`config.mk`:
```
export PLATFORM = sky130hd
export DESIGN_NAME = pafs_top
export DESIGN_NICKNAME = d
export VERILOG_FILES = /design/src/hdl/pafs_pkg.sv /design/src/hdl/pafs_route.sv /design/src/hdl/pafs_top.sv
export SDC_FILE = /design/constraint.sdc
export NUM_CORES = 1
export LEC_CHECK = 0
export BUFFER_PORTS_ARGS = -buffer_cell sky130_fd_sc_hd__buf_2
export CAP_MARGIN = 15
export CORE_UTILIZATION = 49
export DETAILED_ROUTE_END_ITERATION = 16
export GPL_ROUTABILITY_DRIVEN = 0
export PLACE_DENSITY = 0.81
export SETUP_SLACK_MARGIN = 0.15
export SLEW_MARGIN = 20
export SYNTH_ARGS = -nofsm -noshare
export SYNTH_HDL_FRONTEND = slang
export SYNTH_SLANG_ARGS = --single-unit
```
`constraint.sdc`:
```
create_clock -name aclk -period 2.4 [get_ports aclk]
set_clock_uncertainty 0.15 [all_clocks]
set_input_delay 0.36 -clock aclk [delete_from_list [all_inputs] [get_ports aclk]]
set_output_delay 0.36 -clock aclk [all_outputs]
set_load 0.005 [all_outputs]
```
`src/hdl/pafs_pkg.sv`:
```
package pafs_pkg;
  localparam int unsigned DATA_W = 32;
  localparam int unsigned ADDR_W = 8;
  // register byte offsets on the AXI4-Lite slave
  localparam logic [7:0] AF_EN_A_OFS     = 8'h00;
  localparam logic [7:0] AF_EN_B_OFS     = 8'h04;
  localparam logic [7:0] SEL_LOW_B_OFS   = 8'h08;
  localparam logic [7:0] SEL_HIGH_B_OFS  = 8'h0C;
  localparam logic [7:0] AF_EN_C_OFS     = 8'h10;
  localparam logic [7:0] SEL_LOW_C_OFS   = 8'h14;
  localparam logic [7:0] SEL_HIGH_C_OFS  = 8'h18;
  localparam logic [7:0] ROUTE_B_OFS     = 8'h1C;
  localparam logic [7:0] ROUTE_C_OFS     = 8'h20;
  localparam logic [7:0] REG_RESET       = 8'h00;
  localparam logic [1:0] RESP_OKAY       = 2'h0;
  localparam logic [1:0] RESP_SLVERR     = 2'h2;
  // port b pin positions
  localparam int unsigned PB_CLK_PIN     = 3;
  localparam int unsigned PB_VREF_PIN    = 5;
  localparam int unsigned PB_CHAN7_PIN   = 4;
  // port a pins that own a function: pa0, pa1, pa6, pa7
  localparam logic [7:0] PA_FUNC_MASK    = 8'hC3;
  // port b pins with a function under select bit 1: pins 0..5
  localparam logic [7:0] PB_SEL1_MASK    = 8'h3F;
  // port b pins with a function under select bit 0: only pin 3
  localparam logic [7:0] PB_SEL0_MASK    = 8'h08;
  // port c pins covered here: 0 and 1, function under select bit 1
  localparam logic [7:0] PC_SEL1_MASK    = 8'h03;
endpackage : pafs_pkg

```
`src/hdl/pafs_route.sv`:
```
`timescale 1ns/1ns
// per-port pin routing: which pins hand over to a peripheral
module pafs_route (
  input  wire logic [7:0] af_enable,
  input  wire logic [7:0] sel_low,
  input  wire logic [7:0] sel1_mask,
  input  wire logic [7:0] sel0_mask,
  output logic      [7:0] route_sel1,
  output logic      [7:0] route_sel0
);
  // a pin routes only when enabled and the select picks a real function
  always_comb
  begin
    route_sel1 = af_enable & sel_low & sel1_mask;
    route_sel0 = af_enable & ~sel_low & sel0_mask;
  end
endmodule : pafs_route

```
`src/hdl/pafs_top.sv`:
```
`timescale 1ns/1ns
// How it works
// - port a has no function-set registers; one function per pin
// - port a enable alone connects that pin's single peripheral function
// - port b high select register exists, read/write, but selects nothing
// - port c high select register exists, read/write, but selects nothing
// - ports b and c route only when enabled and the select bit picks a real function
// - portb_pin3: select 0 gives external clock, 1 gives adc channel 3
// - port b pins 0,1,2,4 give adc channels 0,1,2,7 on select 1
// - portb_pin5 gives adc reference input on select 1
// - port c pins 0,1 give adc/comparator positive and negative inputs
// - routed pins take direction from the peripheral, not the port
module pafs_top (
  input  wire logic        aclk,
  input  wire logic        aresetn,
  input  wire logic [7:0]  s_axi_awaddr,
  input  wire logic        s_axi_awvalid,
  output logic             s_axi_awready,
  input  wire logic [31:0] s_axi_wdata,
  input  wire logic [3:0]  s_axi_wstrb,
  input  wire logic        s_axi_wvalid,
  output logic             s_axi_wready,
  output logic [1:0]       s_axi_bresp,
  output logic             s_axi_bvalid,
  input  wire logic        s_axi_bready,
  input  wire logic [7:0]  s_axi_araddr,
  input  wire logic        s_axi_arvalid,
  output logic             s_axi_arready,
  output logic [31:0]      s_axi_rdata,
  output logic [1:0]       s_axi_rresp,
  output logic             s_axi_rvalid,
  input  wire logic        s_axi_rready,
  // per-pin direction requests from the peripherals
  input  wire logic [7:0]  periph_oe_a,
  input  wire logic [7:0]  periph_oe_b,
  input  wire logic [7:0]  periph_oe_c,
  // port data direction from the ordinary gpio logic (1 = output)
  input  wire logic [7:0]  gpio_oe_a,
  input  wire logic [7:0]  gpio_oe_b,
  input  wire logic [7:0]  gpio_oe_c,
  output logic [7:0]       pin_oe_a,
  output logic [7:0]       pin_oe_b,
  output logic [7:0]       pin_oe_c,
  output logic [7:0]       periph_owns_a,
  output logic [7:0]       periph_owns_b,
  output logic [7:0]       periph_owns_c,
  output logic             ext_clock_input,
  output logic             adc_chan_0,
  output logic             adc_chan_1,
  output logic             adc_chan_2,
  output logic             adc_chan_3,
  output logic             adc_chan_7,
  output logic             adc_vref_in,
  output logic             adc4_or_cmp_pos,
  output logic             adc5_or_cmp_neg
);
  logic [7:0]  af_en_a_q;
  logic [7:0]  af_en_b_q;
  logic [7:0]  sel_low_b_q;
  logic [7:0]  sel_high_b_q;
  logic [7:0]  af_en_c_q;
  logic [7:0]  sel_low_c_q;
  logic [7:0]  sel_high_c_q;
  logic        aw_held_q;
  logic [7:0]  aw_addr_q;
  logic        w_held_q;
  logic [7:0]  w_data_q;
  logic        w_strb0_q;
  logic        arpend_q;
  logic [7:0]  b_route1;
  logic [7:0]  b_route0;
  logic [7:0]  c_route1;
  logic [7:0]  c_route0_unused;
  logic [7:0]  own_a_d;
  logic [7:0]  own_b_d;
  logic [7:0]  own_c_d;
  logic        do_write;

  function automatic logic addr_known(input logic [7:0] a);
    case (a)
      pafs_pkg::AF_EN_A_OFS, pafs_pkg::AF_EN_B_OFS,
      pafs_pkg::SEL_LOW_B_OFS, pafs_pkg::SEL_HIGH_B_OFS,
      pafs_pkg::AF_EN_C_OFS, pafs_pkg::SEL_LOW_C_OFS,
      pafs_pkg::SEL_HIGH_C_OFS, pafs_pkg::ROUTE_B_OFS,
      pafs_pkg::ROUTE_C_OFS: addr_known = 1'b1;
      default: addr_known = 1'b0;
    endcase
  endfunction : addr_known

  // write address and data are caught separately, in either order
  assign s_axi_awready = ~aw_held_q & ~s_axi_bvalid;
  assign s_axi_wready  = ~w_held_q & ~s_axi_bvalid;
  assign do_write      = aw_held_q & w_held_q;
  assign s_axi_arready = ~arpend_q;

  always_ff @(posedge aclk)
  begin
    if (!aresetn)
    begin
      aw_held_q <= 1'b0;
      aw_addr_q <= 8'h00;
    end
    else if (s_axi_awvalid && s_axi_awready)
    begin
      aw_held_q <= 1'b1;
      aw_addr_q <= s_axi_awaddr;
    end
    else if (do_write)
      aw_held_q <= 1'b0;
  end

  always_ff @(posedge aclk)
  begin
    if (!aresetn)
    begin
      w_held_q  <= 1'b0;
      w_data_q  <= 8'h00;
      w_strb0_q <= 1'b0;
    end
    else if (s_axi_wvalid && s_axi_wready)
    begin
      w_held_q  <= 1'b1;
      w_data_q  <= s_axi_wdata[7:0];
      w_strb0_q <= s_axi_wstrb[0];
    end
    else if (do_write)
      w_held_q <= 1'b0;
  end

  always_ff @(posedge aclk)
  begin
    if (!aresetn)
    begin
      s_axi_bvalid <= 1'b0;
      s_axi_bresp  <= pafs_pkg::RESP_OKAY;
    end
    else if (do_write)
    begin
      s_axi_bvalid <= 1'b1;
      s_axi_bresp  <= addr_known(aw_addr_q) ? pafs_pkg::RESP_OKAY
                                            : pafs_pkg::RESP_SLVERR;
    end
    else if (s_axi_bready)
      s_axi_bvalid <= 1'b0;
  end

  // only byte lane 0 carries register data; status words ignore writes
  always_ff @(posedge aclk)
  begin
    if (!aresetn)
    begin
      af_en_a_q    <= pafs_pkg::REG_RESET;
      af_en_b_q    <= pafs_pkg::REG_RESET;
      sel_low_b_q  <= pafs_pkg::REG_RESET;
      sel_high_b_q <= pafs_pkg::REG_RESET;
      af_en_c_q    <= pafs_pkg::REG_RESET;
      sel_low_c_q  <= pafs_pkg::REG_RESET;
      sel_high_c_q <= pafs_pkg::REG_RESET;
    end
    else if (do_write && w_strb0_q)
    begin
      case (aw_addr_q)
        pafs_pkg::AF_EN_A_OFS:    af_en_a_q    <= w_data_q;
        pafs_pkg::AF_EN_B_OFS:    af_en_b_q    <= w_data_q;
        pafs_pkg::SEL_LOW_B_OFS:  sel_low_b_q  <= w_data_q;
        pafs_pkg::SEL_HIGH_B_OFS: sel_high_b_q <= w_data_q;
        pafs_pkg::AF_EN_C_OFS:    af_en_c_q    <= w_data_q;
        pafs_pkg::SEL_LOW_C_OFS:  sel_low_c_q  <= w_data_q;
        pafs_pkg::SEL_HIGH_C_OFS: sel_high_c_q <= w_data_q;
        default: ;
      endcase
    end
  end

  always_ff @(posedge aclk)
  begin
    if (!aresetn)
    begin
      arpend_q     <= 1'b0;
      s_axi_rvalid <= 1'b0;
      s_axi_rdata  <= 32'h0000_0000;
      s_axi_rresp  <= pafs_pkg::RESP_OKAY;
    end
    else if (s_axi_arvalid && s_axi_arready)
    begin
      arpend_q     <= 1'b1;
      s_axi_rvalid <= 1'b1;
      s_axi_rresp  <= addr_known(s_axi_araddr) ? pafs_pkg::RESP_OKAY
                                               : pafs_pkg::RESP_SLVERR;
      case (s_axi_araddr)
        pafs_pkg::AF_EN_A_OFS:    s_axi_rdata <= {24'h000000, af_en_a_q};
        pafs_pkg::AF_EN_B_OFS:    s_axi_rdata <= {24'h000000, af_en_b_q};
        pafs_pkg::SEL_LOW_B_OFS:  s_axi_rdata <= {24'h000000, sel_low_b_q};
        pafs_pkg::SEL_HIGH_B_OFS: s_axi_rdata <= {24'h000000, sel_high_b_q};
        pafs_pkg::AF_EN_C_OFS:    s_axi_rdata <= {24'h000000, af_en_c_q};
        pafs_pkg::SEL_LOW_C_OFS:  s_axi_rdata <= {24'h000000, sel_low_c_q};
        pafs_pkg::SEL_HIGH_C_OFS: s_axi_rdata <= {24'h000000, sel_high_c_q};
        pafs_pkg::ROUTE_B_OFS:    s_axi_rdata <= {24'h000000, periph_owns_b};
        pafs_pkg::ROUTE_C_OFS:    s_axi_rdata <= {24'h000000, periph_owns_c};
        default:                  s_axi_rdata <= 32'h0000_0000;
      endcase
    end
    else if (s_axi_rvalid && s_axi_rready)
    begin
      arpend_q     <= 1'b0;
      s_axi_rvalid <= 1'b0;
    end
  end

  // high select registers are deliberately not wired into the routing
  pafs_route u_route_b (
    .af_enable  (af_en_b_q),
    .sel_low    (sel_low_b_q),
    .sel1_mask  (pafs_pkg::PB_SEL1_MASK),
    .sel0_mask  (pafs_pkg::PB_SEL0_MASK),
    .route_sel1 (b_route1),
    .route_sel0 (b_route0)
  );

  pafs_route u_route_c (
    .af_enable  (af_en_c_q),
    .sel_low    (sel_low_c_q),
    .sel1_mask  (pafs_pkg::PC_SEL1_MASK),
    .sel0_mask  (8'h00),
    .route_sel1 (c_route1),
    .route_sel0 (c_route0_unused)
  );

  assign own_a_d = af_en_a_q & pafs_pkg::PA_FUNC_MASK;
  assign own_b_d = b_route1 | b_route0;
  assign own_c_d = c_route1 | c_route0_unused;

  // route state registered so outputs come from flip-flops
  always_ff @(posedge aclk)
  begin
    if (!aresetn)
    begin
      periph_owns_a   <= 8'h00;
      periph_owns_b   <= 8'h00;
      periph_owns_c   <= 8'h00;
      ext_clock_input <= 1'b0;
      adc_chan_0      <= 1'b0;
      adc_chan_1      <= 1'b0;
      adc_chan_2      <= 1'b0;
      adc_chan_3      <= 1'b0;
      adc_chan_7      <= 1'b0;
      adc_vref_in     <= 1'b0;
      adc4_or_cmp_pos <= 1'b0;
      adc5_or_cmp_neg <= 1'b0;
    end
    else
    begin
      periph_owns_a   <= own_a_d;
      periph_owns_b   <= own_b_d;
      periph_owns_c   <= own_c_d;
      ext_clock_input <= b_route0[pafs_pkg::PB_CLK_PIN];
      adc_chan_3      <= b_route1[pafs_pkg::PB_CLK_PIN];
      adc_chan_0      <= b_route1[0];
      adc_chan_1      <= b_route1[1];
      adc_chan_2      <= b_route1[2];
      adc_chan_7      <= b_route1[pafs_pkg::PB_CHAN7_PIN];
      adc_vref_in     <= b_route1[pafs_pkg::PB_VREF_PIN];
      adc4_or_cmp_pos <= c_route1[0];
      adc5_or_cmp_neg <= c_route1[1];
    end
  end

  // per pin: owning peripheral decides direction, else the port register
  assign pin_oe_a = (periph_owns_a & periph_oe_a)
                  | (~periph_owns_a & gpio_oe_a);
  assign pin_oe_b = (periph_owns_b & periph_oe_b)
                  | (~periph_owns_b & gpio_oe_b);
  assign pin_oe_c = (periph_owns_c & periph_oe_c)
                  | (~periph_owns_c & gpio_oe_c);
endmodule : pafs_top

```
==> results.md, run 1 <==
- Synth area leaders: dfxtp_1, buf_4, nand3_1
- DRC: 0
- CP Class: reg -> reg
- Area occupied by multi-input gates: 2480 sq um
- Peak supply drop: 0.000387 V
- Mux contribution to synthesized area: 0.0857
- Post-Syn Instances: 579
- Cell leakage power: 2.23 nW
- Pwr Density: 591 nW/um^2
- Fmax: 515 MHz
- Final hold violations: 0
- Unrepaired setup endpoints after global routing: false
- Initial antenna violation count: 0
- Die height: 104 microns
- Most frequent cells after synthesis: dfxtp_1, nand3_1, buf_4
- Clock latency on the worst-skew pair: 0.37 ns
- Cts hold-fix bufs: 0
- Xor and xnor area share after synthesis: 0
- Worst Path Max Fanout: 10
- IO Port Bufs: 103
- Average wire per standard cell: 15.4 microns
- CTS max path bufs: 2
- Simple-gate share of the synthesized area: 0.181
- Slowest CP cell: or3_4
- Critical Path AT: 2.09 ns
- Post-Syn Area: 5050 sq um
- Vias/cell: 5.64
- CP Capture Type: register
- Max transition margin: 0.461
- Routed Antenna Nets: 0
- Most used DFF post-synth: dfxtp_1
- Core area: 9860 sq um
- Actual transition at the worst max-transition pin: 0.808 ns
- DR pass1 iterations: 5
- Largest net degree at the start of global routing: 56
- Nets@finish: 744
- Die ar.: 10700 sq um
- Pre-CTS setup slack: 0.327 ns
- Post-detail-place hpwl: 8030 microns
- Share of the synthesized area in the top cell type: 0.400
- CTS Buf Count: 9
- Area delta synth->final: 9.46%
- Async set-reset flop share out of synthesis: 0
- Synth unique cells: 54
- Post-synth top area cell: dfxtp_1
- FP Rows: 36
- HP Class: in -> reg
- Global-route wire length before repair: 19700 microns
- Final Worst Setup Slack: 0.460 ns
- Post-synth EDFFs: 0
- Initial core utilization: 0.512
- # diodes: 0
- PostCTS Resize Cnt: 0
- WP data required: 2.55 ns
- 1st-iter DRT viols: 397
- Clk slew on worst S/H paths: 0.09 ns
- Post-route setup TNS: 0 ns
- Vias in the first global route: 4036
- Finished Cell Area: 5530 sq um
- Postcts setup bufs: 0
- Most frequent cell after synthesis: dfxtp_1
- Die Wd: 104 microns
- Startpoint types: register
- Syn avg cell area: 8.72 sq um
- Layout fillers: 855
- Adder-Cell Fraction of Synth Area: 0
- Final Cycle Share: 0.808
- CTS tree: built
- Endpoints failing setup: 0
- Synth Warn #: 0
- Placed instance area: 5310 sq um
- Max-Cap Viols: 0
- Congestion Overflow GR: 0
- Root Buffer: clkbuf_8
- H-tree levels: 3
- Ports: 205
- Max Slew Vio Count: 0
- Register bit count reported by yosys: 101
- Critical Path, Cell by Cell: or3_4 -> nor3b_4 -> buf_4 -> nand3_1 -> a21boi_1
- Final std cells w/o fill: 775
- Synth Area in Compound Gates: 0.197
- Post-synthesis sequential area ratio: 0.400
- Run status: finished clean
- Register Area: 2020 sq um
- Final min period: 1.94 ns
- Main combinational cell family by area after synthesis: compound AO/OA/AOI/OAI gates
- Largest stage delay, worst path: 0.45 ns
- Total GRT Usage: 0.224
- CTS Sinks: 101
- Share of cells above drive strength 1: 0.251
- Dpl cells: 759
- Via count: 4373
- Drt total wl: 11900 microns
## critical path, delay by kind of cell, from the launching register on
kind	cells	cell delay, ns
buffers and inverters	1	0.27
and+or+nand+nor	3	0.95
DFF	1	0.34
AOI/OAI and AO/OA	1	0.15
## cell usage in the layout, fill, tap and decap left out, drive strengths merged, types with 3 or more instances in the layout
master,instances
and3,11
a21boi,33
conb,38
mux4,8
o21ai,63
nand2,41
a21oi,48
mux2,18
nand3b,3
buf,117
nor3,5
nand3,62
nand2b,5
nor2,9
clkbuf,9
and2,9
nor2b,5
or3,3
mux2i,5
nor3b,3
nand4,5
inv,5
dfxtp,101
## sequential cells by signal, indices dropped and copies added (netlist names)
name / flops
sel_high_b_q: 8
arpend_q: 1
s_axi_bresp: 1
w_strb0_q: 1
s_axi_rresp: 1
af_en_c_q: 8
ext_clock_input: 1
sel_low_c_q: 8
sel_high_c_q: 8
s_axi_bvalid: 1
periph_owns_b: 5
adc_chan_3: 1
periph_owns_a: 4
s_axi_rdata: 8
aw_held_q: 1
aw_addr_q: 8
af_en_b_q: 8
w_held_q: 1
w_data_q: 8
sel_low_b_q: 8
periph_owns_c: 2
af_en_a_q: 8
adc_vref_in: 1
## power by group
group | internal (mW) | switching, mW | total (mW)
clock | 0.590 | 0.585 | 1.18
combinational | 0.129 | 0.218 | 0.347
sequential | 1.70 | 0.0441 | 1.75
total | 2.42 | 0.847 | 3.27
## final cells by class
class	instances	area share
Tap cell	133	0.0301
Inverter	4	0.00272
Sequential cell	101	0.366
Multi-Input combinational cell	404	0.449
Timing Repair Buffer	117	0.112
Clock buffer	9	0.0224
Clock inverter	7	0.0177
## per-layer routing
layer  global-route usage  share of wire
met5                    0              0
met3               0.0497          0.087
met1                0.294           0.43
met2                0.369           0.48
met4               0.0611          0.010
## final timing paths
path / slack (ns) / from / to / cells past startpoint
setup / recovery: 0.46 / aw_addr_q[5] / sel_high_c_q[3] / 5
hold / removal: 0.07 / s_axi_awaddr[5] / aw_addr_q[5] / 3
setup reg to reg: 0.46 / aw_addr_q[5] / sel_high_c_q[3] / 5
hold reg to reg: 0.31 / sel_low_b_q[3] / ext_clock_input / 1
## cell families after synthesis
kind of cell | Yosys count
simple gates | 168
compound gates | 167
buf+inv | 111
flops | 101
mux | 31
other cells | 1
## metrics by stage
step                      hold WS [ns]   util  power (mW)
final                           0.0675  0.561        3.27
after global routing            0.0782  0.561        3.39
after CTS                       0.0619  0.561        3.28
after detailed placement         0.297  0.538        2.12
after global placement           0.294  0.538        2.11
after floorplan                  0.270      -        2.06
Power figures use the tool's default switching activity.
==> run 2, diff against run 1 <==
--- a/config.mk
+++ b/config.mk
@@ -7,10 +7,10 @@
 export LEC_CHECK = 0
 export BUFFER_PORTS_ARGS = -buffer_cell sky130_fd_sc_hd__buf_2
 export CAP_MARGIN = 15
-export CORE_UTILIZATION = 49
+export CORE_UTILIZATION = 44
 export DETAILED_ROUTE_END_ITERATION = 16
 export GPL_ROUTABILITY_DRIVEN = 0
-export PLACE_DENSITY = 0.81
+export PLACE_DENSITY = 0.77
 export SETUP_SLACK_MARGIN = 0.15
 export SLEW_MARGIN = 20
 export SYNTH_ARGS = -nofsm -noshare
==> constraint.sdc (replaced) <==
create_clock -name aclk -period 1.7 [get_ports aclk]
set_clock_uncertainty 0.15 [all_clocks]
set_input_delay 0.255 -clock aclk [delete_from_list [all_inputs] [get_ports aclk]]
set_output_delay 0.255 -clock aclk [all_outputs]
set_load 0.005 [all_outputs]
==> run 2 against run 1 <==
Against the previous run:
- the run now ends with setup timing left
- non-clock buffer count is 42 higher
- clock-buffer cell count is 1 higher
- worst hold slack got worse by 0.064 ns
- total power rose by 69%
- critical path depth increased by 1
- die area increased by 11%
- flip-flop and latch count unchanged
- routed wire length is 19% higher
- first-iteration DRC count increased by 8.6%
- worst setup slack worse by 0.51 ns
- utilization grew 2.8 points
- via count up 9.7%
- critical path type unchanged
- critical endpoint is now af_en_c_q[7]
- highest routed layer unchanged
==> results.md, run 2 (same netlist as run 1, synthesis figures left out) <==
- Run status: complete, but fails checks
- Failing checks: setup timing
- CTS max path bufs: 2
- Initial core utilization: 0.458
- Clk slew on worst S/H paths: 0.07 ns
- Hold Crit Depth: 3
- Final min period: 1.75 ns
- Startpoint types: register
- Clock latency on the worst-skew pair: 0.34 ns
- Total GRT Usage: 0.231
- Root Buffer: clkbuf_16
- IO Port Bufs: 103
- Peak supply drop: 0.000545 V
- Fmax: 572 MHz
- CTS Sinks: 101
- Final std cells w/o fill: 824
- Initial antenna violation count: 0
- Max transition margin: 0.613
- Worst Reg-to-Reg Cells: 6
- CP Class: reg -> reg
- Max Slew Vio Count: 0
- Post-detail-place hpwl: 8970 microns
- Worst r2r src: aw_addr_q[7]
- Nets@finish: 786
- R2r setup slk: -0.05 ns
- Final Worst Setup Slack: -0.0479 ns
- Final Cycle Share: 1.03
- CTS tree: built
- Util after Layout: 0.588
- Actual transition at the worst max-transition pin: 0.576 ns
- Congestion Overflow GR: 0
- Average wire per standard cell: 17.3 microns
- Unrepaired setup endpoints after global routing: true
- Critical Path AT: 1.87 ns
- DR pass1 iterations: 5
- DRC: 0
- Share of cells above drive strength 1: 0.374
- Max-Cap Viols: 0
- Die Wd: 109 microns
- Dpl cells: 788
- Endpoint of the worst hold path: aw_addr_q[1]
- WP data required: 1.82 ns
- Cell leakage power: 2.63 nW
- Post-route setup TNS: -0.381 ns
- # diodes: 0
- Global-route wire length before repair: 21300 microns
- 1st-iter DRT viols: 431
- Vias/cell: 5.82
- Routed Antenna Nets: 0
- Pre-CTS setup slack: -0.166 ns
- Total power: 5.53 mW
- FP Rows: 38
- Finished Cell Area: 6490 sq um
- Hold Startpoint: s_axi_awaddr[1]
- Largest net degree at the start of global routing: 44
- Vias in the first global route: 4422
- Most frequent cells in the layout: buf_2, dfxtp_1, nand3_1
- CP Capture Type: register
- Die height: 109 microns
- Endpoints failing setup: 22
- Final hold violations: 0
- H-tree levels: 3
- Die ar.: 11900 sq um
- Core area: 11000 sq um
- Worst Path Max Fanout: 16
- CTS Buf Count: 9
- Placed instance area: 5670 sq um
- Pwr Density: 852 nW/um^2
- Reg2reg end: af_en_c_q[7]
- HP Class: in -> reg
- Drt total wl: 14200 microns
- Via count: 4798
- Commonest non-fill, non-tap cell in the layout: buf_2
- Worst hold margin: 0.00349 ns
- Area delta synth->final: 28.5%
- Ports: 205
[run 2: how the worst max path moves through the flow]
stage,from,endpoint,slack (ns),cells after the start
final,aw_addr_q[7],af_en_c_q[7],-0.05,6
after global routing,aw_addr_q[7],af_en_b_q[6],-0.10,6
after CTS,aw_addr_q[7],sel_high_c_q[1],-0.02,6
after detailed placement,s_axi_araddr[2],s_axi_rdata[1],-0.17,6
after global placement,s_axi_araddr[2],s_axi_rdata[2],-0.1,5
after floorplan,aw_addr_q[7],sel_low_b_q[5],-0.01,5
[run 2: where the power goes]
part | switching [mW] | internal [mW] | leakage, nW
registers | 0.0678 | 2.40 | 0.825
logic | 0.354 | 0.294 | 1.63
clock network | 0.917 | 1.50 | 0.174
[run 2: repair_timing]
action                                  CTS  global route
endpoints found under the hold margin     9             0
endpoints found under the setup margin   67            73
pin swaps                                 5            10
buffers inserted                          5             3
hold buffers                              9             0
gates cloned                              1             2
gates resized for setup                  33            50
[run 2: worst max-delay path: stages, from the launching register on]
cell and delay, ns:
dfxtp_2 0.32, or3_4 0.39, buf_4 0.15, nor3b_4 0.20, buf_12 0.19, nand3_2 0.09, a21oi_2 0.16
[run 2: cell type report]
type	count	area (sq um)
clock buffers	10	239
clock inverters	6	116
fillers	911	4540
inverters	4	15.0
multi-input cells	404	2730
flip-flops and latches	101	2040
well taps	140	175
repair buffers	159	1170
[run 2: per-layer routing]
layer	GRT usage	vias up	wire length (microns)
met5	0	-	0
met4	0.0936	0	387
met3	0.0616	45	1220
met2	0.385	290	6910
met1	0.281	2282	5720
li1	-	2181	-
